<file path="config.mk">
export PLATFORM = sky130hd
export DESIGN_NAME = adc_conversion_control
export DESIGN_NICKNAME = d
export VERILOG_FILES = /design/src/hw/adc_ctl_pkg.sv /design/src/hw/adc_link_if.sv /design/src/hw/conv_clock_divider.sv /design/src/hw/adc_conversion_control.sv
export SDC_FILE = /design/constraint.sdc
export NUM_CORES = 1
export LEC_CHECK = 0
export ABC_AREA = 1
export BUFFER_PORTS_ARGS = -buffer_cell sky130_fd_sc_hd__buf_4
export CELL_PAD_IN_SITES_DETAIL_PLACEMENT = 0
export CELL_PAD_IN_SITES_GLOBAL_PLACEMENT = 1
export CORE_MARGIN = 1
export CORE_UTILIZATION = 42
export CTS_BUF_LIST = sky130_fd_sc_hd__clkbuf_8
export DETAILED_ROUTE_END_ITERATION = 10
export PLACE_DENSITY = 0.82
export SYNTH_ARGS = -nofsm -noshare
export SYNTH_HDL_FRONTEND = slang
export SYNTH_SLANG_ARGS = --single-unit
</file>
<file path="constraint.sdc">
create_clock -name mclk -period 2.1 [get_ports mclk]
set_clock_uncertainty 0.15 [all_clocks]
set_input_delay 0.315 -clock mclk [delete_from_list [all_inputs] [get_ports mclk]]
set_output_delay 0.315 -clock mclk [all_outputs]
set_load 0.02 [all_outputs]
</file>
<file path="src/hw/adc_ctl_pkg.sv">
// Purpose: Shared constants and types for the converter control block
// Assumes: 100 MHz system clock, control bits arrive as plain ports
// Notes: Analog front end is modelled by a sample input only; conversion end is timed by divider ticks
package adc_ctl_pkg;
    localparam int NUM_PINS = 4;
    localparam int RESULT_W = 12;
    localparam int DIV_W = 3;
    localparam int CONV_PERIODS = 16;
    localparam logic [3:0] PIN_ENABLE_RST = 4'hF;
    localparam logic [2:0] DIV_RST = 3'h0;
    localparam logic [2:0] DIV_UNDEFINED = 3'h7;
    localparam logic [11:0] RESULT_RST = 12'h000;
    localparam logic [4:0] CONV_COUNT_LAST = 5'(CONV_PERIODS - 1);
    localparam logic [5:0] PRESCALE_RST = 6'h00;
    localparam logic [2:0] SYNC_RST = 3'h0;
    typedef enum logic [1:0] {ST_IDLE, ST_HELD, ST_CONVERT} conv_state_t;
endpackage

</file>
<file path="src/hw/adc_link_if.sv">
// Purpose: Carries the tick handshake between control core and clock divider
// Assumes: Single clock domain
// Notes: Divider is restarted at each conversion start so periods align
`timescale 1ns/1ps
interface adc_link_if;
    logic [2:0] div_code;
    logic restart;
    logic tick;
    modport core (output div_code, output restart, input tick);
    modport div (input div_code, input restart, output tick);
endinterface

</file>
<file path="src/hw/conv_clock_divider.sv">
// Purpose: Produces one tick per divided conversion clock period
// Assumes: Codes 0..6 select divide by 1..64
// Notes: Code 7 is undefined; it is treated here as divide by 64
`timescale 1ns/1ps
module conv_clock_divider (
    input wire logic mclk,
    input wire logic rst_n,
    adc_link_if.div link
);
    logic [5:0] count_r;
    logic [5:0] count_nxt;
    logic tick_r;
    logic [5:0] limit;
    logic at_limit;

    // Undefined code falls back to the slowest ratio to stay harmless
    assign limit = (link.div_code == adc_ctl_pkg::DIV_UNDEFINED) ? 6'h3F
                 : 6'((7'h01 << link.div_code) - 7'h01);
    assign at_limit = (count_r >= limit);
    assign count_nxt = (link.restart || at_limit) ? adc_ctl_pkg::PRESCALE_RST
                     : 6'(count_r + 6'h01);
    assign link.tick = tick_r;

    always_ff @(posedge mclk or negedge rst_n) begin
        if (!rst_n) begin
            count_r <= adc_ctl_pkg::PRESCALE_RST;
            tick_r <= 1'b0;
        end else begin
            count_r <= count_nxt;
            tick_r <= at_limit && !link.restart;
        end
    end
endmodule // conv_clock_divider

</file>
<file path="src/hw/adc_conversion_control.sv">
// Purpose: Control logic of a 12-bit converter: pins, reference, clock, start, result
// Assumes: Control bits are plain ports from the core; start comes from same clock
// Notes: Analog sample arrives as a 12-bit word from the analog macro through a synchroniser
// Summary of operation
// Set pin enable routes that pin to converter, other functions off.
// Pull-high resistor disconnected while pin is an analog input.
// Analog selection overrides port direction bit for that pin.
// Reference select picks supply or reference pin; pin functions disabled.
// Divider codes 0..6 give ratios 1..64; code 7 undefined.
// Power-off bit high switches converter off; low powers it up.
// One channel connected, chosen by upper and lower select bits.
// Upper zero, lower codes 0..3 select external channels 0..3.
// Start low-high-low pulse from cleared state begins conversion.
// Start held high keeps converter reset and busy flag high.
// Busy flag high during conversion, falls automatically at end.
// Conversion lasts sixteen divided clock periods from start pulse.
// Result readable in low and high result registers at completion.
// Result updates only on completion and holds until next.
// Result is 12-bit unsigned, full scale equals reference.
// Interrupt request flag set at end of each conversion.
// Interrupt delivered only when global and converter enables high.
// After reset all shared pins default to converter inputs.
`timescale 1ns/1ps
module adc_conversion_control #(
    parameter int NUM_PINS = adc_ctl_pkg::NUM_PINS,
    parameter int RESULT_W = adc_ctl_pkg::RESULT_W
) (
    input wire logic mclk,
    input wire logic rst_n,
    input wire logic pin_enable_wr,
    input wire logic [NUM_PINS-1:0] pin_enable_wdata,
    input wire logic [NUM_PINS-1:0] port_a_direction_reg,
    input wire logic [NUM_PINS-1:0] port_pull_high_en,
    input wire logic reference_source_select,
    input wire logic [2:0] conversion_clock_divider,
    input wire logic converter_power_off,
    input wire logic channel_select_upper,
    input wire logic [1:0] channel_select_lower,
    input wire logic start_bit,
    input wire logic global_interrupt_enable,
    input wire logic conversion_interrupt_enable,
    input wire logic flag_clear,
    input wire logic [RESULT_W-1:0] analog_sample,
    output logic [NUM_PINS-1:0] analog_pin_select_reg,
    output logic [NUM_PINS-1:0] pin_analog_route,
    output logic [NUM_PINS-1:0] pin_digital_enable,
    output logic [NUM_PINS-1:0] pin_input_force,
    output logic [NUM_PINS-1:0] pin_pull_high_active,
    output logic ref_pin_selected,
    output logic ref_pin_digital_enable,
    output logic converter_power_on,
    output logic converter_reset,
    output logic [2:0] channel_mux_sel,
    output logic channel_valid,
    output logic conversion_busy_flag,
    output logic [7:0] result_low_reg,
    output logic [7:0] result_high_reg,
    output logic conversion_interrupt_flag,
    output logic interrupt_request
);
    adc_link_if link();

    conv_clock_divider u_div (
        .mclk(mclk),
        .rst_n(rst_n),
        .link(link)
    );

    adc_ctl_pkg::conv_state_t state_r;
    adc_ctl_pkg::conv_state_t state_nxt;
    logic [NUM_PINS-1:0] pin_en_r;
    logic start_d_r;
    logic [4:0] tick_count_r;
    logic [RESULT_W-1:0] sync1_r;
    logic [RESULT_W-1:0] sync2_r;
    logic [RESULT_W-1:0] sync3_r;
    logic [RESULT_W-1:0] result_r;
    logic flag_r;
    logic busy_r;

    // Per-pin routing, reference, power, channel and interrupt outputs, all registered
    logic [NUM_PINS-1:0] route_r;
    logic [NUM_PINS-1:0] dig_en_r;
    logic [NUM_PINS-1:0] force_in_r;
    logic [NUM_PINS-1:0] pull_r;
    logic ref_sel_r;
    logic ref_dig_r;
    logic pwr_r;
    logic rst_conv_r;
    logic [2:0] mux_r;
    logic mux_valid_r;
    logic irq_r;

    wire start_rise = start_bit && !start_d_r;
    wire start_fall = !start_bit && start_d_r;
    wire last_tick = link.tick && (tick_count_r == adc_ctl_pkg::CONV_COUNT_LAST);
    wire conv_done = (state_r == adc_ctl_pkg::ST_CONVERT) && last_tick;
    wire [2:0] mux_sel = {channel_select_upper, channel_select_lower};
    wire mux_ok = !channel_select_upper;
    wire flag_nxt = conv_done || (flag_r && !flag_clear);
    // Sample words settle well before conversion end, so the two later stages agreeing is valid
    wire sample_stable = (sync2_r == sync3_r);

    assign link.div_code = conversion_clock_divider;
    assign link.restart = (state_r != adc_ctl_pkg::ST_CONVERT);

    always_comb begin
        state_nxt = state_r;
        case (state_r)
            adc_ctl_pkg::ST_IDLE: begin
                if (start_rise) begin
                    state_nxt = adc_ctl_pkg::ST_HELD;
                end
            end
            adc_ctl_pkg::ST_HELD: begin
                if (start_fall) begin
                    state_nxt = adc_ctl_pkg::ST_CONVERT;
                end
            end
            adc_ctl_pkg::ST_CONVERT: begin
                if (start_rise) begin
                    state_nxt = adc_ctl_pkg::ST_HELD;
                end else if (last_tick) begin
                    state_nxt = adc_ctl_pkg::ST_IDLE;
                end
            end
            default: state_nxt = adc_ctl_pkg::ST_IDLE;
        endcase
        // Powered-off converter cannot run a cycle
        if (converter_power_off) begin
            state_nxt = adc_ctl_pkg::ST_IDLE;
        end
    end

    always_ff @(posedge mclk or negedge rst_n) begin
        if (!rst_n) begin
            state_r <= adc_ctl_pkg::ST_IDLE;
            start_d_r <= 1'b0;
            tick_count_r <= 5'h00;
        end else begin
            state_r <= state_nxt;
            start_d_r <= start_bit;
            if (state_r != adc_ctl_pkg::ST_CONVERT) begin
                tick_count_r <= 5'h00;
            end else if (link.tick) begin
                tick_count_r <= 5'(tick_count_r + 5'h01);
            end
        end
    end

    always_ff @(posedge mclk or negedge rst_n) begin
        if (!rst_n) begin
            pin_en_r <= adc_ctl_pkg::PIN_ENABLE_RST;
        end else if (pin_enable_wr) begin
            pin_en_r <= pin_enable_wdata;
        end
    end

    // Analog sample crosses from the analog macro: three stages
    always_ff @(posedge mclk or negedge rst_n) begin
        if (!rst_n) begin
            sync1_r <= adc_ctl_pkg::RESULT_RST;
            sync2_r <= adc_ctl_pkg::RESULT_RST;
            sync3_r <= adc_ctl_pkg::RESULT_RST;
        end else begin
            sync1_r <= analog_sample;
            sync2_r <= sync1_r;
            sync3_r <= sync2_r;
        end
    end

    always_ff @(posedge mclk or negedge rst_n) begin
        if (!rst_n) begin
            result_r <= adc_ctl_pkg::RESULT_RST;
        end else if (conv_done && sample_stable) begin
            result_r <= sync3_r;
        end
    end

    always_ff @(posedge mclk or negedge rst_n) begin
        if (!rst_n) begin
            flag_r <= 1'b0;
            busy_r <= 1'b0;
            irq_r <= 1'b0;
        end else begin
            flag_r <= flag_nxt;
            busy_r <= (state_nxt != adc_ctl_pkg::ST_IDLE);
            irq_r <= flag_nxt && global_interrupt_enable
                     && conversion_interrupt_enable;
        end
    end

    always_ff @(posedge mclk or negedge rst_n) begin
        if (!rst_n) begin
            route_r <= adc_ctl_pkg::PIN_ENABLE_RST;
            dig_en_r <= '0;
            force_in_r <= adc_ctl_pkg::PIN_ENABLE_RST;
            pull_r <= '0;
            ref_sel_r <= 1'b0;
            ref_dig_r <= 1'b1;
            pwr_r <= 1'b0;
            rst_conv_r <= 1'b1;
            mux_r <= 3'h0;
            mux_valid_r <= 1'b1;
        end else begin
            route_r <= pin_en_r;
            dig_en_r <= ~pin_en_r;
            force_in_r <= pin_en_r | port_a_direction_reg;
            pull_r <= port_pull_high_en & ~pin_en_r;
            ref_sel_r <= reference_source_select;
            ref_dig_r <= !reference_source_select;
            pwr_r <= !converter_power_off;
            rst_conv_r <= (state_nxt == adc_ctl_pkg::ST_HELD) || converter_power_off;
            mux_r <= mux_sel;
            mux_valid_r <= mux_ok;
        end
    end

    assign analog_pin_select_reg = pin_en_r;
    assign pin_analog_route = route_r;
    assign pin_digital_enable = dig_en_r;
    assign pin_input_force = force_in_r;
    assign pin_pull_high_active = pull_r;
    assign ref_pin_selected = ref_sel_r;
    assign ref_pin_digital_enable = ref_dig_r;
    assign converter_power_on = pwr_r;
    assign converter_reset = rst_conv_r;
    assign channel_mux_sel = mux_r;
    assign channel_valid = mux_valid_r;
    assign conversion_busy_flag = busy_r;
    assign result_low_reg = result_r[7:0];
    assign result_high_reg = {4'h0, result_r[11:8]};
    assign conversion_interrupt_flag = flag_r;
    assign interrupt_request = irq_r;
endmodule // adc_conversion_control

</file>
# Word-level counts from Yosys, hierarchy flattened
# Index checks and enable logic that the tools add are counted.
# totals
ram_bits	0
memories	0
inputBits	39
rom_bits	0
regBits	94
latch_bits	0
# op_classes
n_mux	10
n_shift	1
n_div	0
reduce_logical	22
n_eq_ne	7
bitwise_logic	3
n_mul	0
magnitude_cmp	1
n_addsub	3
# op_table
cell	n
12-bit equality test	1
6-bit two-way mux	2
2-bit two-way mux	5
5-bit two-way mux	2
1-bit logical AND	9
1-bit logical NOT	7
6-bit by 1-bit adder with 6-bit output, second input constant	1
6-bit greater-or-equal comparator	1
2-bit one-hot mux with 3 select lines	1
1-bit by 3-bit left shift with 6-bit output, first input constant	1
6-bit by 1-bit subtractor with 6-bit output, second input constant	1
5-bit by 1-bit adder with 5-bit output, second input constant	1
5-bit by 4-bit equality test with 1-bit output, second input constant	1
4-bit bitwise AND	1
2-bit by 1-bit equality test with 1-bit output, second input constant	2
4-bit NOT	1
4-bit bitwise OR	1
2-bit nonzero test	2
3-bit equality test, second input constant	1
1-bit logical OR	3
2-bit equality test, second input constant	1
2-bit logical NOT	1
2-bit != test, second input constant	1

# Longest topological paths before layout
# Gate-level depths: netlist (run 1).
# logic_depth
depth_word	8
depth_mapped	15

# Modules after synthesis
# Synthesis (run 1) repeated with hierarchy kept, for this count alone.
# unflattened
hier_cells	345
area_unflattened_um2	3594.7
# modules_own_cells
mod	cells_each	area_per_inst_um2	n_inst	seq_area_each_um2
adc_conversion_control	267	3032.9	1	2195.9
conv_clock_divider	78	561.8	1	175.2

# Worst setup path before layout (run 1)
# OpenSTA, ideal clock, no wires.
# synth_path
path_type	input to register
from	input conversion_clock_divider[0]
to	register u_div.count_r[0]
cell_stages	14
t_required_ns	1.877
arrival_ns	1.726
path_slack_ns	0.151
path_buffers	0
setup_ns	0.073
path_cell_list	nor2_1 nand2_1 ha_1 inv_1 a21oi_1 a21oi_1 ha_1 nand2_1 inv_2 o21ai_1 nand2_1 nor2_1 nand2_1 nor2_1
# synth_between
elab_chain_len	6
elab_cells_between_ends	7
cone_classes	add/sub (1); order compare (1); eq/ne (1); shift (1); mux (2); reduce/logical (1)
# synth_lines
item	line_no	rtl
start: declaration	adc_conversion_control.sv:35	input wire logic [2:0] conversion_clock_divider,
1-bit by 3-bit left shift with 6-bit output	conv_clock_divider.sv:18	: 6'((7'h01 << link.div_code) - 7'h01);
6-bit by 1-bit subtractor with 6-bit output	conv_clock_divider.sv:18	
6-bit two-way mux *	conv_clock_divider.sv:17	assign limit = (link.div_code == adc_ctl_pkg::DIV_UNDEFINED) ? 6'h3F
6-bit greater-or-equal comparator *	conv_clock_divider.sv:19	assign at_limit = (count_r >= limit);
1-bit logical OR *	conv_clock_divider.sv:20	assign count_nxt = (link.restart || at_limit) ? adc_ctl_pkg::PRESCALE_RST
6-bit two-way mux *	conv_clock_divider.sv:20	
net u_div.count_nxt[0]	conv_clock_divider.sv:11	logic [5:0] count_nxt;
end signal: assignment	conv_clock_divider.sv:26	count_r <= adc_ctl_pkg::PRESCALE_RST;
end signal: assignment	conv_clock_divider.sv:29	count_r <= count_nxt;
end: declaration	conv_clock_divider.sv:10	logic [5:0] count_r;
# The timed path passes the listed nets; every way through them passes the cells marked *.
# A chain may end at the register's enable or synchronous reset.

# Final worst setup path (run 1)
# layout_path
from	register tick_count_r[0]
to	register result_r[8]
# layout_between
elab_chain_len	4
# layout_lines
item	line_no	rtl
start: declaration	adc_conversion_control.sv:73	logic [4:0] tick_count_r;
start signal: assignment	adc_conversion_control.sv:146	tick_count_r <= 5'(tick_count_r + 5'h01);
5-bit by 4-bit equality test with 1-bit output	adc_conversion_control.sv:96	wire last_tick = link.tick && (tick_count_r == adc_ctl_pkg::CONV_COUNT_LAST);
1-bit logical AND	adc_conversion_control.sv:96	
1-bit logical AND	adc_conversion_control.sv:97	wire conv_done = (state_r == adc_ctl_pkg::ST_CONVERT) && last_tick;
1-bit logical AND	adc_conversion_control.sv:175	end else if (conv_done && sample_stable) begin
end signal: assignment	adc_conversion_control.sv:174	result_r <= adc_ctl_pkg::RESULT_RST;
end signal: assignment	adc_conversion_control.sv:176	result_r <= sync3_r;
end: declaration	adc_conversion_control.sv:77	logic [RESULT_W-1:0] result_r;
# Every way passes these cells.

==> flow_results.xml, run 1 <==
<?xml version="1.0" encoding="UTF-8"?>
<metrics>
  <group name="setup_path">
    <metric name="r2r_cells" unit="">11</metric>
    <metric name="reg2reg_from" unit="">tick_count_r[0]</metric>
    <metric name="critical_path_class" unit="">flop to flop</metric>
    <metric name="critPathLaunch" unit="">tick_count_r[0]</metric>
    <metric name="timing.reg2reg.setup_slack" unit="ns">0.19</metric>
    <metric name="timing.critical_path.arrival" unit="ns">2.05</metric>
    <metric name="worst_setup_path_end_kind" unit="">flop</metric>
    <metric name="crit_path_start_kind" unit="">flop</metric>
    <metric name="worstPathMaxFanout" unit="">9</metric>
    <metric name="crit_required" unit="ns">2.24</metric>
    <metric name="worst_r2r_endpoint" unit="">result_r[8]</metric>
  </group>
  <group name="placed_design">
    <metric name="detailed_place_hpwl" unit="um">4540</metric>
    <metric name="finalWeightedCongestion" unit="">0.711</metric>
    <metric name="post-place-cells" unit="">527</metric>
    <metric name="buffer_ports.inserted" unit="">81</metric>
    <metric name="pre_cts_slack" unit="ns">-0.161</metric>
  </group>
  <group name="logic_synthesis">
    <metric name="netlist.top_cell.by_area" unit="">sky130_fd_sc_hd__dfrtp_1</metric>
    <metric name="synth.avg_cell_area" unit="um^2">10.6</metric>
    <metric name="yosys_most_used_dff" unit="">sky130_fd_sc_hd__dfrtp_1</metric>
    <metric name="synth.top_cell.area_share" unit="%">55.5</metric>
    <metric name="yosys.cell_count.top_type" unit="">sky130_fd_sc_hd__nand2_1</metric>
    <metric name="synthTopCellsByCount" unit="">82 x sky130_fd_sc_hd__nand2_1, 79 x sky130_fd_sc_hd__dfrtp_1, 51 x sky130_fd_sc_hd__inv_1, 31 x sky130_fd_sc_hd__nor2_1, 18 x sky130_fd_sc_hd__nand3_1</metric>
    <metric name="synth_cell_type_count" unit="">27</metric>
    <metric name="synth-seq-area-share" unit="%">66.5</metric>
    <metric name="mapped_cells" unit="">337</metric>
    <metric name="async_flop_share" unit="%">100</metric>
    <metric name="synth.area.top_cells" unit="">sky130_fd_sc_hd__dfrtp_1 55%, sky130_fd_sc_hd__dfstp_2 11%, sky130_fd_sc_hd__nand2_1 8.6%</metric>
    <metric name="synthesis.yosys.warnings" unit="">0</metric>
    <metric name="synth-seq-cells" unit="">94</metric>
    <metric name="syn-cell-area" unit="um^2">3560</metric>
    <metric name="number_of_enable_flip_flop_cells_after_synthesis" unit="">0</metric>
  </group>
  <group name="sta">
    <metric name="number_of_setup_violations_in_the_final_report" unit="">0</metric>
    <metric name="timing.hold.ws" unit="ns">0.0180</metric>
    <metric name="report.final.slew_viol_count" unit="">0</metric>
    <metric name="setup_ws" unit="ns">0.187</metric>
    <metric name="finalHoldViolations" unit="">0</metric>
    <metric name="post-route-min-period" unit="ns">1.91</metric>
    <metric name="achievable-frequency" unit="MHz">523</metric>
    <metric name="final_min_period_over_clock_period" unit="%">91.1</metric>
  </group>
  <group name="clocking">
    <metric name="cts.path.max_buffers" unit="">2</metric>
    <metric name="clk_root_buffer_cell" unit="">sky130_fd_sc_hd__clkbuf_8</metric>
    <metric name="numClockSinks" unit="">94</metric>
    <metric name="worstSkewPairLatency" unit="ns">0.35</metric>
    <metric name="cts.reportedPaths.clkPinSlew" unit="ns">0.10</metric>
    <metric name="cts_tree" unit="">yes</metric>
    <metric name="cts-htree-levels" unit="">3</metric>
    <metric name="cts-buffers-inserted" unit="">9</metric>
  </group>
  <group name="detailed_routing">
    <metric name="top_layer" unit="">met4</metric>
    <metric name="wire_per_inst" unit="um">11.1</metric>
    <metric name="met3WireLength" unit="um">212</metric>
    <metric name="post-route-drc-count" unit="">0</metric>
    <metric name="drtAntennaViolNets" unit="">0</metric>
    <metric name="wl_met2" unit="um">3430</metric>
    <metric name="detailroute.via_count" unit="">2495</metric>
    <metric name="initial_detailed_routing_violation_count" unit="">112</metric>
    <metric name="postRouteWirelength" unit="um">6400</metric>
    <metric name="wl_met1" unit="um">2670</metric>
    <metric name="detailedRoute.firstPassIterationCount" unit="">4</metric>
    <metric name="viasPerCell" unit="">4.34</metric>
  </group>
  <group name="global_route">
    <metric name="first_pass_grt_wire_length" unit="um">10800</metric>
    <metric name="maximum_number_of_pins_on_one_net_before_global_route_repair" unit="">37</metric>
    <metric name="grt-ovfl-total" unit="">0</metric>
    <metric name="antenna_found_initial" unit="">0</metric>
    <metric name="overall_routing_resource_usage" unit="%">16.1</metric>
    <metric name="grt_pass1_vias" unit="">2477</metric>
  </group>
  <group name="hold_path">
    <metric name="hold_crit_path_type" unit="">input port to flop</metric>
    <metric name="hold_depth" unit="">3</metric>
    <metric name="whs_endpoint" unit="">analog_pin_select_reg[0]</metric>
    <metric name="holdCritStartpoint" unit="">pin_enable_wdata[0]</metric>
  </group>
  <group name="floorplan">
    <metric name="floorplan.die.height" unit="um">94.1</metric>
    <metric name="dieWidth" unit="um">94.1</metric>
    <metric name="placeableCoreArea" unit="um^2">8220</metric>
    <metric name="cell_rows" unit="">33</metric>
    <metric name="die_footprint" unit="um^2">8860</metric>
    <metric name="initial_utilization" unit="%">43.4</metric>
    <metric name="num_io_pins" unit="">86</metric>
  </group>
  <group name="layout">
    <metric name="final_net_count" unit="">514</metric>
    <metric name="fillCellCount" unit="">716</metric>
    <metric name="fin_util" unit="%">59.0</metric>
    <metric name="layout.cells.non_filler" unit="">575</metric>
    <metric name="n_antenna_cell" unit="">0</metric>
    <metric name="area_growth" unit="%">36.0</metric>
    <metric name="drive_above_1_share" unit="%">30.2</metric>
  </group>
  <group name="run">
    <metric name="cap_violations" unit="">0</metric>
  </group>
  <group name="outcome">
    <metric name="run_status" unit="">completed</metric>
  </group>
  <group name="power">
    <metric name="worst_ir_drop_on_vdd" unit="mV">0.398</metric>
    <metric name="leakage_dissipation" unit="nW">2.58</metric>
    <metric name="power.density_cell_area" unit="nW/um^2">711</metric>
  </group>
</metrics>
-- critical path, stage by stage (launching register included) --
cell and delay (ns):
sky130_fd_sc_hd__dfrtp_1 0.39, sky130_fd_sc_hd__ha_1 0.18, sky130_fd_sc_hd__nand2_1 0.07, sky130_fd_sc_hd__nor2_1 0.11
sky130_fd_sc_hd__ha_2 0.20, sky130_fd_sc_hd__nand2_4 0.06, sky130_fd_sc_hd__nor2_4 0.13, sky130_fd_sc_hd__nand3_2 0.10
sky130_fd_sc_hd__nor2_4 0.16, sky130_fd_sc_hd__buf_6 0.15, sky130_fd_sc_hd__nand3_1 0.08, sky130_fd_sc_hd__nand2_1 0.07
-- how the worst max path moves through the flow --
stage | endpoint | slack [ns]
6_report | result_r[8] | 0.19
5_1_grt | result_r[3] | -0.001
4_1_cts | result_r[0] | 0.07
3_5_place_dp | u_div.count_r[5] | -0.16
3_3_place_gp | u_div.count_r[5] | -0.09
2_1_floorplan | u_div.count_r[0] | 0.15
-- repair_timing --
action                     4_1_cts  5_1_grt
resized for setup                0        6
hold buffers                    28        1
hold endpoints to repair        80        1
setup endpoints to repair        0       18
buffers inserted                 0        3
-- metrics by stage --
stage	power (mW)	TNS, ns	instance area, um^2
after floorplan	2.13	0	3580
after global placement	2.31	-0.532	4320
after detailed placement	2.32	-1.02	4320
after CTS	3.50	0	4800
after global routing	3.62	-0.00128	4850
final	3.45	0	4850
-- area by class of cell --
cell class / instances / area, um^2 / area share, %
clock buffer: 10 / 138 / 2.84
tap: 105 / 131 / 2.71
clock inverter: 6 / 55.1 / 1.14
timing repair buffer: 122 / 1000 / 20.7
sequential: 94 / 2370 / 48.9
inverter: 54 / 203 / 4.18
multi-input combinational: 184 / 946 / 19.5
-- power breakdown --
group | internal (mW) | switching, mW
Clock | 0.483 | 0.634
Sequential | 1.91 | 0.0442
Combinational | 0.182 | 0.196
Total | 2.57 | 0.875
-- placed cells by master, fill, tap and decap left out, drive strengths merged, types with 2 or more instances in the layout --
cell,synthesis,routed
o21ai,9,9
a21oi,9,9
conb,1,4
dfrtp,79,79
clkinv,0,2
inv,54,56
nand3,19,19
ha,10,10
clkinvlp,0,2
xor2,4,4
nor2,34,34
dfstp,15,15
dlygate4sd3,0,29
nand2,85,85
buf,8,93
clkbuf,0,10
or2,5,5
-- layer usage --
| layer | vias up | GRT usage [%] |
|---|---|---|
| met3 | 8 | 5.18 |
| met5 | - | 0 |
| met2 | 40 | 28.3 |
| met4 | 0 | 5.00 |
| li1 | 1274 | - |
| met1 | 1173 | 18.4 |
-- kinds of logic (layout without fill, tap and decap cells) --
family	Yosys count	in the layout	share of synthesized area [%]
adders and majority gates	10	10	3.51
xor gates and xnor gates	5	5	1.23
and+or+nand+nor	145	145	18.0
AOI/OAI and AO/OA	20	20	2.98
other	1	4	0.105
buffers and inverters	62	192	7.69
DFF	94	94	66.5
(Power assumes the default switching activity.)
==> run 2, diff against run 1 <==
--- a/config.mk
+++ b/config.mk
@@ -5,15 +5,14 @@
 export SDC_FILE = /design/constraint.sdc
 export NUM_CORES = 1
 export LEC_CHECK = 0
-export ABC_AREA = 1
 export BUFFER_PORTS_ARGS = -buffer_cell sky130_fd_sc_hd__buf_4
 export CELL_PAD_IN_SITES_DETAIL_PLACEMENT = 0
 export CELL_PAD_IN_SITES_GLOBAL_PLACEMENT = 1
 export CORE_MARGIN = 1
-export CORE_UTILIZATION = 42
+export CORE_UTILIZATION = 23
 export CTS_BUF_LIST = sky130_fd_sc_hd__clkbuf_8
 export DETAILED_ROUTE_END_ITERATION = 10
-export PLACE_DENSITY = 0.82
+export PLACE_DENSITY = 0.49
 export SYNTH_ARGS = -nofsm -noshare
 export SYNTH_HDL_FRONTEND = slang
 export SYNTH_SLANG_ARGS = --single-unit
==> constraint.sdc (replaced) <==
create_clock -name mclk -period 2.2 [get_ports mclk]
set_clock_uncertainty 0.15 [all_clocks]
set_input_delay 0.33 -clock mclk [delete_from_list [all_inputs] [get_ports mclk]]
set_output_delay 0.33 -clock mclk [all_outputs]
set_load 0.02 [all_outputs]
==> flow_results.xml, run 2 <==
<?xml version="1.0" encoding="UTF-8"?>
<metrics>
  <group name="outcome">
    <metric name="run_status" unit="">completed</metric>
  </group>
  <group name="layout">
    <metric name="final_net_count" unit="">419</metric>
    <metric name="most-common-layout-cells" unit="">95 x sky130_fd_sc_hd__buf_4, 79 x sky130_fd_sc_hd__dfrtp_1, 26 x sky130_fd_sc_hd__dlygate4sd3_1, 18 x sky130_fd_sc_hd__nor2_1, 16 x sky130_fd_sc_hd__xor2_1</metric>
    <metric name="layout.cell_area.non_filler" unit="um^2">4940</metric>
    <metric name="area_growth" unit="%">44.0</metric>
    <metric name="drive_above_1_share" unit="%">42.7</metric>
    <metric name="final_common_cell" unit="">sky130_fd_sc_hd__buf_4</metric>
    <metric name="n_antenna_cell" unit="">0</metric>
    <metric name="layout.cells.non_filler" unit="">559</metric>
  </group>
  <group name="power">
    <metric name="share_seq_of_total_power" unit="%">53.2</metric>
    <metric name="clockPowerShare" unit="%">36.6</metric>
    <metric name="cell_internal_pwr" unit="mW">2.67</metric>
    <metric name="worst_ir_drop_on_vdd" unit="mV">0.286</metric>
    <metric name="sw_frac_of_total" unit="%">23.6</metric>
    <metric name="total_power" unit="mW">3.50</metric>
    <metric name="comb_power_share" unit="%">10.3</metric>
    <metric name="leakage_dissipation" unit="nW">2.40</metric>
    <metric name="p_switching" unit="mW">0.827</metric>
    <metric name="power.density_cell_area" unit="nW/um^2">707</metric>
  </group>
  <group name="clocking">
    <metric name="clk_root_buffer_cell" unit="">sky130_fd_sc_hd__clkbuf_8</metric>
    <metric name="cts_tree" unit="">yes</metric>
    <metric name="cts-htree-levels" unit="">3</metric>
    <metric name="cts.path.max_buffers" unit="">2</metric>
    <metric name="worstSkewPairLatency" unit="ns">0.37</metric>
    <metric name="cts.reportedPaths.clkPinSlew" unit="ns">0.09</metric>
    <metric name="numClockSinks" unit="">94</metric>
    <metric name="cts-buffers-inserted" unit="">9</metric>
  </group>
  <group name="detailed_routing">
    <metric name="detailedRoute.firstPassIterationCount" unit="">4</metric>
    <metric name="post-route-drc-count" unit="">0</metric>
    <metric name="wire_per_inst" unit="um">12.0</metric>
    <metric name="viasPerCell" unit="">3.82</metric>
    <metric name="detailroute.via_count" unit="">2134</metric>
    <metric name="postRouteWirelength" unit="um">6690</metric>
    <metric name="initial_detailed_routing_violation_count" unit="">47</metric>
    <metric name="drtAntennaViolNets" unit="">0</metric>
  </group>
  <group name="hold_path">
    <metric name="hold_crit_path_type" unit="">input port to flop</metric>
    <metric name="holdCritStartpoint" unit="">pin_enable_wdata[2]</metric>
  </group>
  <group name="logic_synthesis">
    <metric name="synthTopCellsByCount" unit="">79 x sky130_fd_sc_hd__dfrtp_1, 19 x sky130_fd_sc_hd__nor2_1, 16 x sky130_fd_sc_hd__xor2_1, 15 x sky130_fd_sc_hd__dfstp_2</metric>
    <metric name="synth.avg_cell_area" unit="um^2">14.3</metric>
    <metric name="synth.area.top_cells" unit="">sky130_fd_sc_hd__dfrtp_1 58%, sky130_fd_sc_hd__dfstp_2 11%, sky130_fd_sc_hd__mux2_4 4.4%</metric>
    <metric name="synth.top_cell.area_share" unit="%">57.6</metric>
    <metric name="netlist.top_cell.by_area" unit="">sky130_fd_sc_hd__dfrtp_1</metric>
    <metric name="synth-seq-area-share" unit="%">69.1</metric>
    <metric name="yosys_most_used_dff" unit="">sky130_fd_sc_hd__dfrtp_1</metric>
    <metric name="yosys.cell_count.top_type" unit="">sky130_fd_sc_hd__dfrtp_1</metric>
    <metric name="synth_cell_type_count" unit="">37</metric>
    <metric name="synth-seq-cells" unit="">94</metric>
    <metric name="async_flop_share" unit="%">100</metric>
    <metric name="number_of_enable_flip_flop_cells_after_synthesis" unit="">0</metric>
    <metric name="synthesis.yosys.warnings" unit="">0</metric>
    <metric name="mapped_cells" unit="">240</metric>
    <metric name="syn-cell-area" unit="um^2">3430</metric>
  </group>
  <group name="floorplan">
    <metric name="floorplan.die.height" unit="um">124</metric>
    <metric name="num_io_pins" unit="">86</metric>
    <metric name="cell_rows" unit="">44</metric>
    <metric name="dieWidth" unit="um">124</metric>
    <metric name="initial_utilization" unit="%">23.6</metric>
    <metric name="die_footprint" unit="um^2">15400</metric>
    <metric name="placeableCoreArea" unit="um^2">14500</metric>
  </group>
  <group name="sta">
    <metric name="finalHoldViolations" unit="">0</metric>
    <metric name="rsz_0062_raised_after_global_routing" unit="">yes</metric>
    <metric name="timing.hold.ws" unit="ns">0.0329</metric>
    <metric name="achievable-frequency" unit="MHz">458</metric>
    <metric name="final_min_period_over_clock_period" unit="%">99.3</metric>
    <metric name="setup_ws" unit="ns">0.0156</metric>
    <metric name="report.final.slew_viol_count" unit="">0</metric>
    <metric name="worst-slew-pin-transition" unit="ns">0.507</metric>
    <metric name="slew_headroom" unit="%">66.2</metric>
    <metric name="post-route-min-period" unit="ns">2.18</metric>
    <metric name="number_of_setup_violations_in_the_final_report" unit="">0</metric>
  </group>
  <group name="setup_path">
    <metric name="timing.critical_path.arrival" unit="ns">2.29</metric>
    <metric name="reg2reg_from" unit="">tick_count_r[1]</metric>
    <metric name="critical_path_class" unit="">flop to flop</metric>
    <metric name="crit_required" unit="ns">2.31</metric>
    <metric name="critPathLaunch" unit="">tick_count_r[1]</metric>
    <metric name="worstPathMaxFanout" unit="">6</metric>
    <metric name="timing.reg2reg.setup_slack" unit="ns">0.02</metric>
    <metric name="crit_path_start_kind" unit="">flop</metric>
    <metric name="worst_setup_path_end_kind" unit="">flop</metric>
  </group>
  <group name="placed_design">
    <metric name="dpl-instance-area" unit="um^2">4350</metric>
    <metric name="buffer_ports.inserted" unit="">81</metric>
    <metric name="detailed_place_hpwl" unit="um">4630</metric>
    <metric name="pre_cts_slack" unit="ns">-0.311</metric>
    <metric name="finalWeightedCongestion" unit="">0.689</metric>
    <metric name="post-place-cells" unit="">513</metric>
  </group>
  <group name="run">
    <metric name="cap_violations" unit="">0</metric>
  </group>
  <group name="global_route">
    <metric name="grt_pass1_vias" unit="">2211</metric>
    <metric name="overall_routing_resource_usage" unit="%">9.63</metric>
    <metric name="maximum_number_of_pins_on_one_net_before_global_route_repair" unit="">39</metric>
    <metric name="grt-ovfl-total" unit="">0</metric>
    <metric name="first_pass_grt_wire_length" unit="um">10900</metric>
    <metric name="antenna_found_initial" unit="">0</metric>
  </group>
</metrics>
[run 2: cell count changes in the layout (fill, tap and decap cells not counted), sizes merged, moves of 3 or more]
cell / before / now
dlygate4sd3: 29 / 26
a21oi: 9 / 4
nor2b: 0 / 10
xor2: 4 / 16
mux2: 0 / 13
nand3: 19 / 3
buf: 93 / 99
nand2b: 0 / 3
o21ai: 9 / 5
nor2: 34 / 19
inv: 56 / 16
nand2: 85 / 12
and3: 0 / 3
[run 2: logic make-up (layout without fill, tap and decap cells)]
family / after synthesis / in the layout / synth area share (%)
AOI/OAI and AO/OA: 18 / 18 / 3.39
xor gates and xnor gates: 19 / 19 / 4.85
adders and majority gates: 10 / 10 / 3.64
buffers and inverters: 21 / 153 / 3.17
DFF: 94 / 94 / 69.1
muxes: 14 / 14 / 5.65
other: 1 / 4 / 0.109
and+or+nand+nor: 63 / 63 / 10.1
[run 2: metal layers]
metal  GRT usage, %  vias to the layer above  share of wire (%)
met5              0                        -                  0
met4           6.70                        0                2.9
met3           3.21                       13                6.2
met2           13.7                       56                 46
met1           12.2                     1018                 45
li1               -                     1047                  -
[run 2: stage by stage]
| stage | utilization (%) | TNS (ns) |
|---|---|---|
| global route | 34.0 | -0.975 |
| detailed placement | 30.0 | -3.81 |
| floorplan | - | -1.21 |
| global placement | 30.0 | -3.75 |
| CTS | 33.3 | 0 |
| finish | 34.0 | 0 |
[run 2: cell type report]
class,count,area (um^2)
Tap cell,184,230
Fill cell,1478,9590
Multi-Input combinational cell,128,1050
Clock inverter,6,85.1
Inverter,12,45.0
Sequential cell,94,2370
Clock buffer,10,138
Timing Repair Buffer,125,1030
[run 2: worst max-delay path, cell delays in order, from the launching register on]
cell and delay (ns):
sky130_fd_sc_hd__dfrtp_1 0.36, sky130_fd_sc_hd__ha_2 0.18, sky130_fd_sc_hd__and3_4 0.19, sky130_fd_sc_hd__ha_4 0.14
sky130_fd_sc_hd__nand4b_4 0.13, sky130_fd_sc_hd__nor4_4 0.28, sky130_fd_sc_hd__nand4_2 0.17, sky130_fd_sc_hd__buf_6 0.18
sky130_fd_sc_hd__mux2_4 0.29
[run 2: repair_timing]
action                                 CTS  global route
hold buffers                            26             0
endpoints found under the hold margin   61             0
pin swaps                                1             9
setup endpoints to repair               12            18
buffers inserted                         0             4
resized for setup                        1            14
[run 2: path summary, 6_finish.rpt]
kind / end / cells past startpoint
hold / removal: analog_pin_select_reg[2] / 3
setup reg to reg: result_r[5] / 8
hold reg to reg: sync2_r[0] / 0
setup / recovery: result_r[5] / 8
min in group asynchronous: sync3_r[3] / 2
max in group asynchronous: converter_reset / 3
[run 2: power groups by stage]
stage / clock network [mW] / registers (mW) / logic (mW)
6_report: 1.28 / 1.86 / 0.359
5_1_grt: 1.41 / 1.87 / 0.394
4_1_cts: 1.35 / 1.86 / 0.360
3_3_place_gp: 0 / 1.89 / 0.320
2_1_floorplan: 0 / 1.94 / 0.0916
3_5_place_dp: 0 / 1.89 / 0.320
==> run 3, diff against run 2 <==
--- a/config.mk
+++ b/config.mk
@@ -12,7 +12,7 @@
 export CORE_UTILIZATION = 23
 export CTS_BUF_LIST = sky130_fd_sc_hd__clkbuf_8
 export DETAILED_ROUTE_END_ITERATION = 10
-export PLACE_DENSITY = 0.49
+export PLACE_DENSITY = 0.51
 export SYNTH_ARGS = -nofsm -noshare
 export SYNTH_HDL_FRONTEND = slang
 export SYNTH_SLANG_ARGS = --single-unit
==> constraint.sdc (replaced) <==
create_clock -name mclk -period 1.9 [get_ports mclk]
set_clock_uncertainty 0.15 [all_clocks]
set_input_delay 0.285 -clock mclk [delete_from_list [all_inputs] [get_ports mclk]]
set_output_delay 0.285 -clock mclk [all_outputs]
set_load 0.02 [all_outputs]
==> flow_results.xml, run 3 (synthesis results as in run 2) <==
<?xml version="1.0" encoding="UTF-8"?>
<metrics>
  <group name="outcome">
    <metric name="run_status" unit="">complete, but fails checks</metric>
    <metric name="violations_in_the_final_reports" unit="">negative setup slack</metric>
  </group>
  <group name="layout">
    <metric name="most-common-layout-cells" unit="">94 x sky130_fd_sc_hd__buf_4, 79 x sky130_fd_sc_hd__dfrtp_1, 33 x sky130_fd_sc_hd__dlygate4sd3_1, 18 x sky130_fd_sc_hd__nor2_1, 16 x sky130_fd_sc_hd__xor2_1</metric>
    <metric name="ff_latch_area" unit="um^2">2370</metric>
    <metric name="drive_above_1_share" unit="%">42.4</metric>
    <metric name="multi_input_gate_area_in_the_final_layout" unit="um^2">1050</metric>
    <metric name="final_common_cell" unit="">sky130_fd_sc_hd__buf_4</metric>
    <metric name="area_growth" unit="%">45.1</metric>
    <metric name="layout.cell_area.non_filler" unit="um^2">4980</metric>
    <metric name="n_antenna_cell" unit="">0</metric>
    <metric name="final_net_count" unit="">426</metric>
    <metric name="fillCellCount" unit="">1486</metric>
  </group>
  <group name="detailed_routing">
    <metric name="detailroute.via_count" unit="">2179</metric>
    <metric name="drtAntennaViolNets" unit="">0</metric>
    <metric name="initial_detailed_routing_violation_count" unit="">42</metric>
    <metric name="detailedRoute.firstPassIterationCount" unit="">4</metric>
    <metric name="wire_per_inst" unit="um">11.9</metric>
    <metric name="post-route-drc-count" unit="">0</metric>
    <metric name="viasPerCell" unit="">3.85</metric>
    <metric name="postRouteWirelength" unit="um">6740</metric>
  </group>
  <group name="setup_path">
    <metric name="timing.critical_path.arrival" unit="ns">2.22</metric>
    <metric name="crit_required" unit="ns">2.01</metric>
    <metric name="worst_r2r_endpoint" unit="">result_r[9]</metric>
    <metric name="crit_path_start_kind" unit="">flop</metric>
    <metric name="worstPathMaxFanout" unit="">3</metric>
    <metric name="reg2reg_from" unit="">tick_count_r[1]</metric>
    <metric name="worst_setup_path_end_kind" unit="">flop</metric>
    <metric name="critical_path_class" unit="">flop to flop</metric>
    <metric name="timing.reg2reg.setup_slack" unit="ns">-0.21</metric>
    <metric name="r2r_cells" unit="">8</metric>
  </group>
  <group name="power">
    <metric name="worst_ir_drop_on_vdd" unit="mV">0.313</metric>
    <metric name="share_seq_of_total_power" unit="%">56.3</metric>
    <metric name="clockPowerShare" unit="%">32.4</metric>
    <metric name="power.density_cell_area" unit="nW/um^2">767</metric>
    <metric name="comb_power_share" unit="%">11.2</metric>
    <metric name="cell_internal_pwr" unit="mW">2.82</metric>
    <metric name="leakage_dissipation" unit="nW">2.40</metric>
    <metric name="sw_frac_of_total" unit="%">26.3</metric>
    <metric name="p_switching" unit="mW">1.00</metric>
  </group>
  <group name="sta">
    <metric name="timing.hold.ws" unit="ns">0.0330</metric>
    <metric name="report.final.slew_viol_count" unit="">0</metric>
    <metric name="number_of_setup_violations_in_the_final_report" unit="">19</metric>
    <metric name="setup_ws" unit="ns">-0.215</metric>
    <metric name="achievable-frequency" unit="MHz">473</metric>
    <metric name="rsz_0062_raised_after_global_routing" unit="">yes</metric>
    <metric name="finalHoldViolations" unit="">0</metric>
    <metric name="final_min_period_over_clock_period" unit="%">111</metric>
    <metric name="post-route-min-period" unit="ns">2.11</metric>
  </group>
  <group name="run">
    <metric name="cap_violations" unit="">0</metric>
  </group>
  <group name="clocking">
    <metric name="clk_root_buffer_cell" unit="">sky130_fd_sc_hd__clkbuf_8</metric>
    <metric name="worstSkewPairLatency" unit="ns">0.36</metric>
    <metric name="cts.reportedPaths.clkPinSlew" unit="ns">0.10</metric>
    <metric name="cts.path.max_buffers" unit="">2</metric>
    <metric name="cts-htree-levels" unit="">3</metric>
    <metric name="cts_tree" unit="">yes</metric>
    <metric name="cts-buffers-inserted" unit="">9</metric>
    <metric name="numClockSinks" unit="">94</metric>
  </group>
  <group name="floorplan">
    <metric name="cell_rows" unit="">44</metric>
    <metric name="placeableCoreArea" unit="um^2">14500</metric>
    <metric name="initial_utilization" unit="%">23.6</metric>
    <metric name="floorplan.die.height" unit="um">124</metric>
    <metric name="num_io_pins" unit="">86</metric>
    <metric name="die_footprint" unit="um^2">15400</metric>
    <metric name="dieWidth" unit="um">124</metric>
  </group>
  <group name="global_route">
    <metric name="grt_use_met1" unit="%">12.0</metric>
    <metric name="grt_busiest_layer" unit="">met2</metric>
    <metric name="groute.layer.met3.usage" unit="%">3.62</metric>
    <metric name="grt-ovfl-total" unit="">0</metric>
    <metric name="maximum_number_of_pins_on_one_net_before_global_route_repair" unit="">46</metric>
    <metric name="globalRouteMet2Util" unit="%">14.3</metric>
    <metric name="antenna_found_initial" unit="">0</metric>
    <metric name="first_pass_grt_wire_length" unit="um">10900</metric>
    <metric name="overall_routing_resource_usage" unit="%">9.59</metric>
    <metric name="grt_pass1_vias" unit="">2240</metric>
  </group>
  <group name="hold_path">
    <metric name="hold_crit_path_type" unit="">input port to flop</metric>
    <metric name="whs_endpoint" unit="">interrupt_request</metric>
    <metric name="holdCritStartpoint" unit="">global_interrupt_enable</metric>
    <metric name="hold_depth" unit="">2</metric>
  </group>
  <group name="placed_design">
    <metric name="buffer_ports.inserted" unit="">81</metric>
    <metric name="finalWeightedCongestion" unit="">0.717</metric>
    <metric name="detailed_place_hpwl" unit="um">4700</metric>
    <metric name="dpl-instance-area" unit="um^2">4390</metric>
  </group>
</metrics>
-- run 3: layer usage --
metal  share of wire [%]  routed length (um)
met3                 6.5                 439
met4                 1.9                 131
met5                   0                   0
met2                  48                3270
met1                  43                2900
-- run 3: area by class of cell --
class / instances / share of cell area (%)
Clock buffer: 9 / 2.49
Clock inverter: 7 / 1.13
Inverter: 12 / 0.904
Multi-Input combinational cell: 128 / 21.2
Sequential cell: 94 / 47.6
Tap cell: 184 / 4.62
Timing Repair Buffer: 132 / 22.1
-- run 3: power groups by stage --
stage	Sequential, mW	Combinational, mW	Clock, mW
after global placement	2.19	0.368	0
after detailed placement	2.19	0.369	0
after global routing	2.17	0.473	1.41
after CTS	2.16	0.435	1.31
final	2.15	0.430	1.24
after floorplan	2.25	0.106	0
-- run 3: through the flow --
stage | TNS [ns] | power, mW | util (%) | instances | setup WS (ns)
floorplan | -4.26 | 2.35 | - | 243 | -0.482
global placement | -6.50 | 2.56 | 30.2 | 515 | -0.518
detailed placement | -6.91 | 2.56 | 30.2 | 515 | -0.559
CTS | -3.29 | 3.90 | 34.1 | 566 | -0.233
global route | -4.68 | 4.05 | 34.3 | 566 | -0.316
finish | -3.04 | 3.82 | 34.3 | 566 | -0.215
-- run 3: what timing repair did --
action	CTS	global route
resized for setup	8	5
setup buffers	2	0
hold buffers	33	0
hold endpoints to repair	59	0
setup endpoints to repair	19	19
pin swaps	9	7
-- run 3: worst max-delay path, stage by stage (launching register included) --
cell	delay, ns
sky130_fd_sc_hd__dfrtp_1	0.36
sky130_fd_sc_hd__ha_2	0.18
sky130_fd_sc_hd__and3_4	0.19
sky130_fd_sc_hd__ha_4	0.15
sky130_fd_sc_hd__nand4b_4	0.13
sky130_fd_sc_hd__nor4_4	0.17
sky130_fd_sc_hd__nand4_2	0.19
sky130_fd_sc_hd__buf_4	0.21
sky130_fd_sc_hd__mux2_4	0.29
-- run 3: how the worst max path moves through the flow --
stage,startpoint,to,slack [ns]
2_1_floorplan,conversion_clock_divider[0],u_div.count_r[1],-0.48
4_1_cts,tick_count_r[1],result_r[9],-0.23
3_3_place_gp,conversion_clock_divider[0],u_div.count_r[3],-0.52
5_1_grt,tick_count_r[1],result_r[6],-0.32
6_report,tick_count_r[1],result_r[9],-0.21
3_5_place_dp,conversion_clock_divider[0],u_div.count_r[1],-0.56
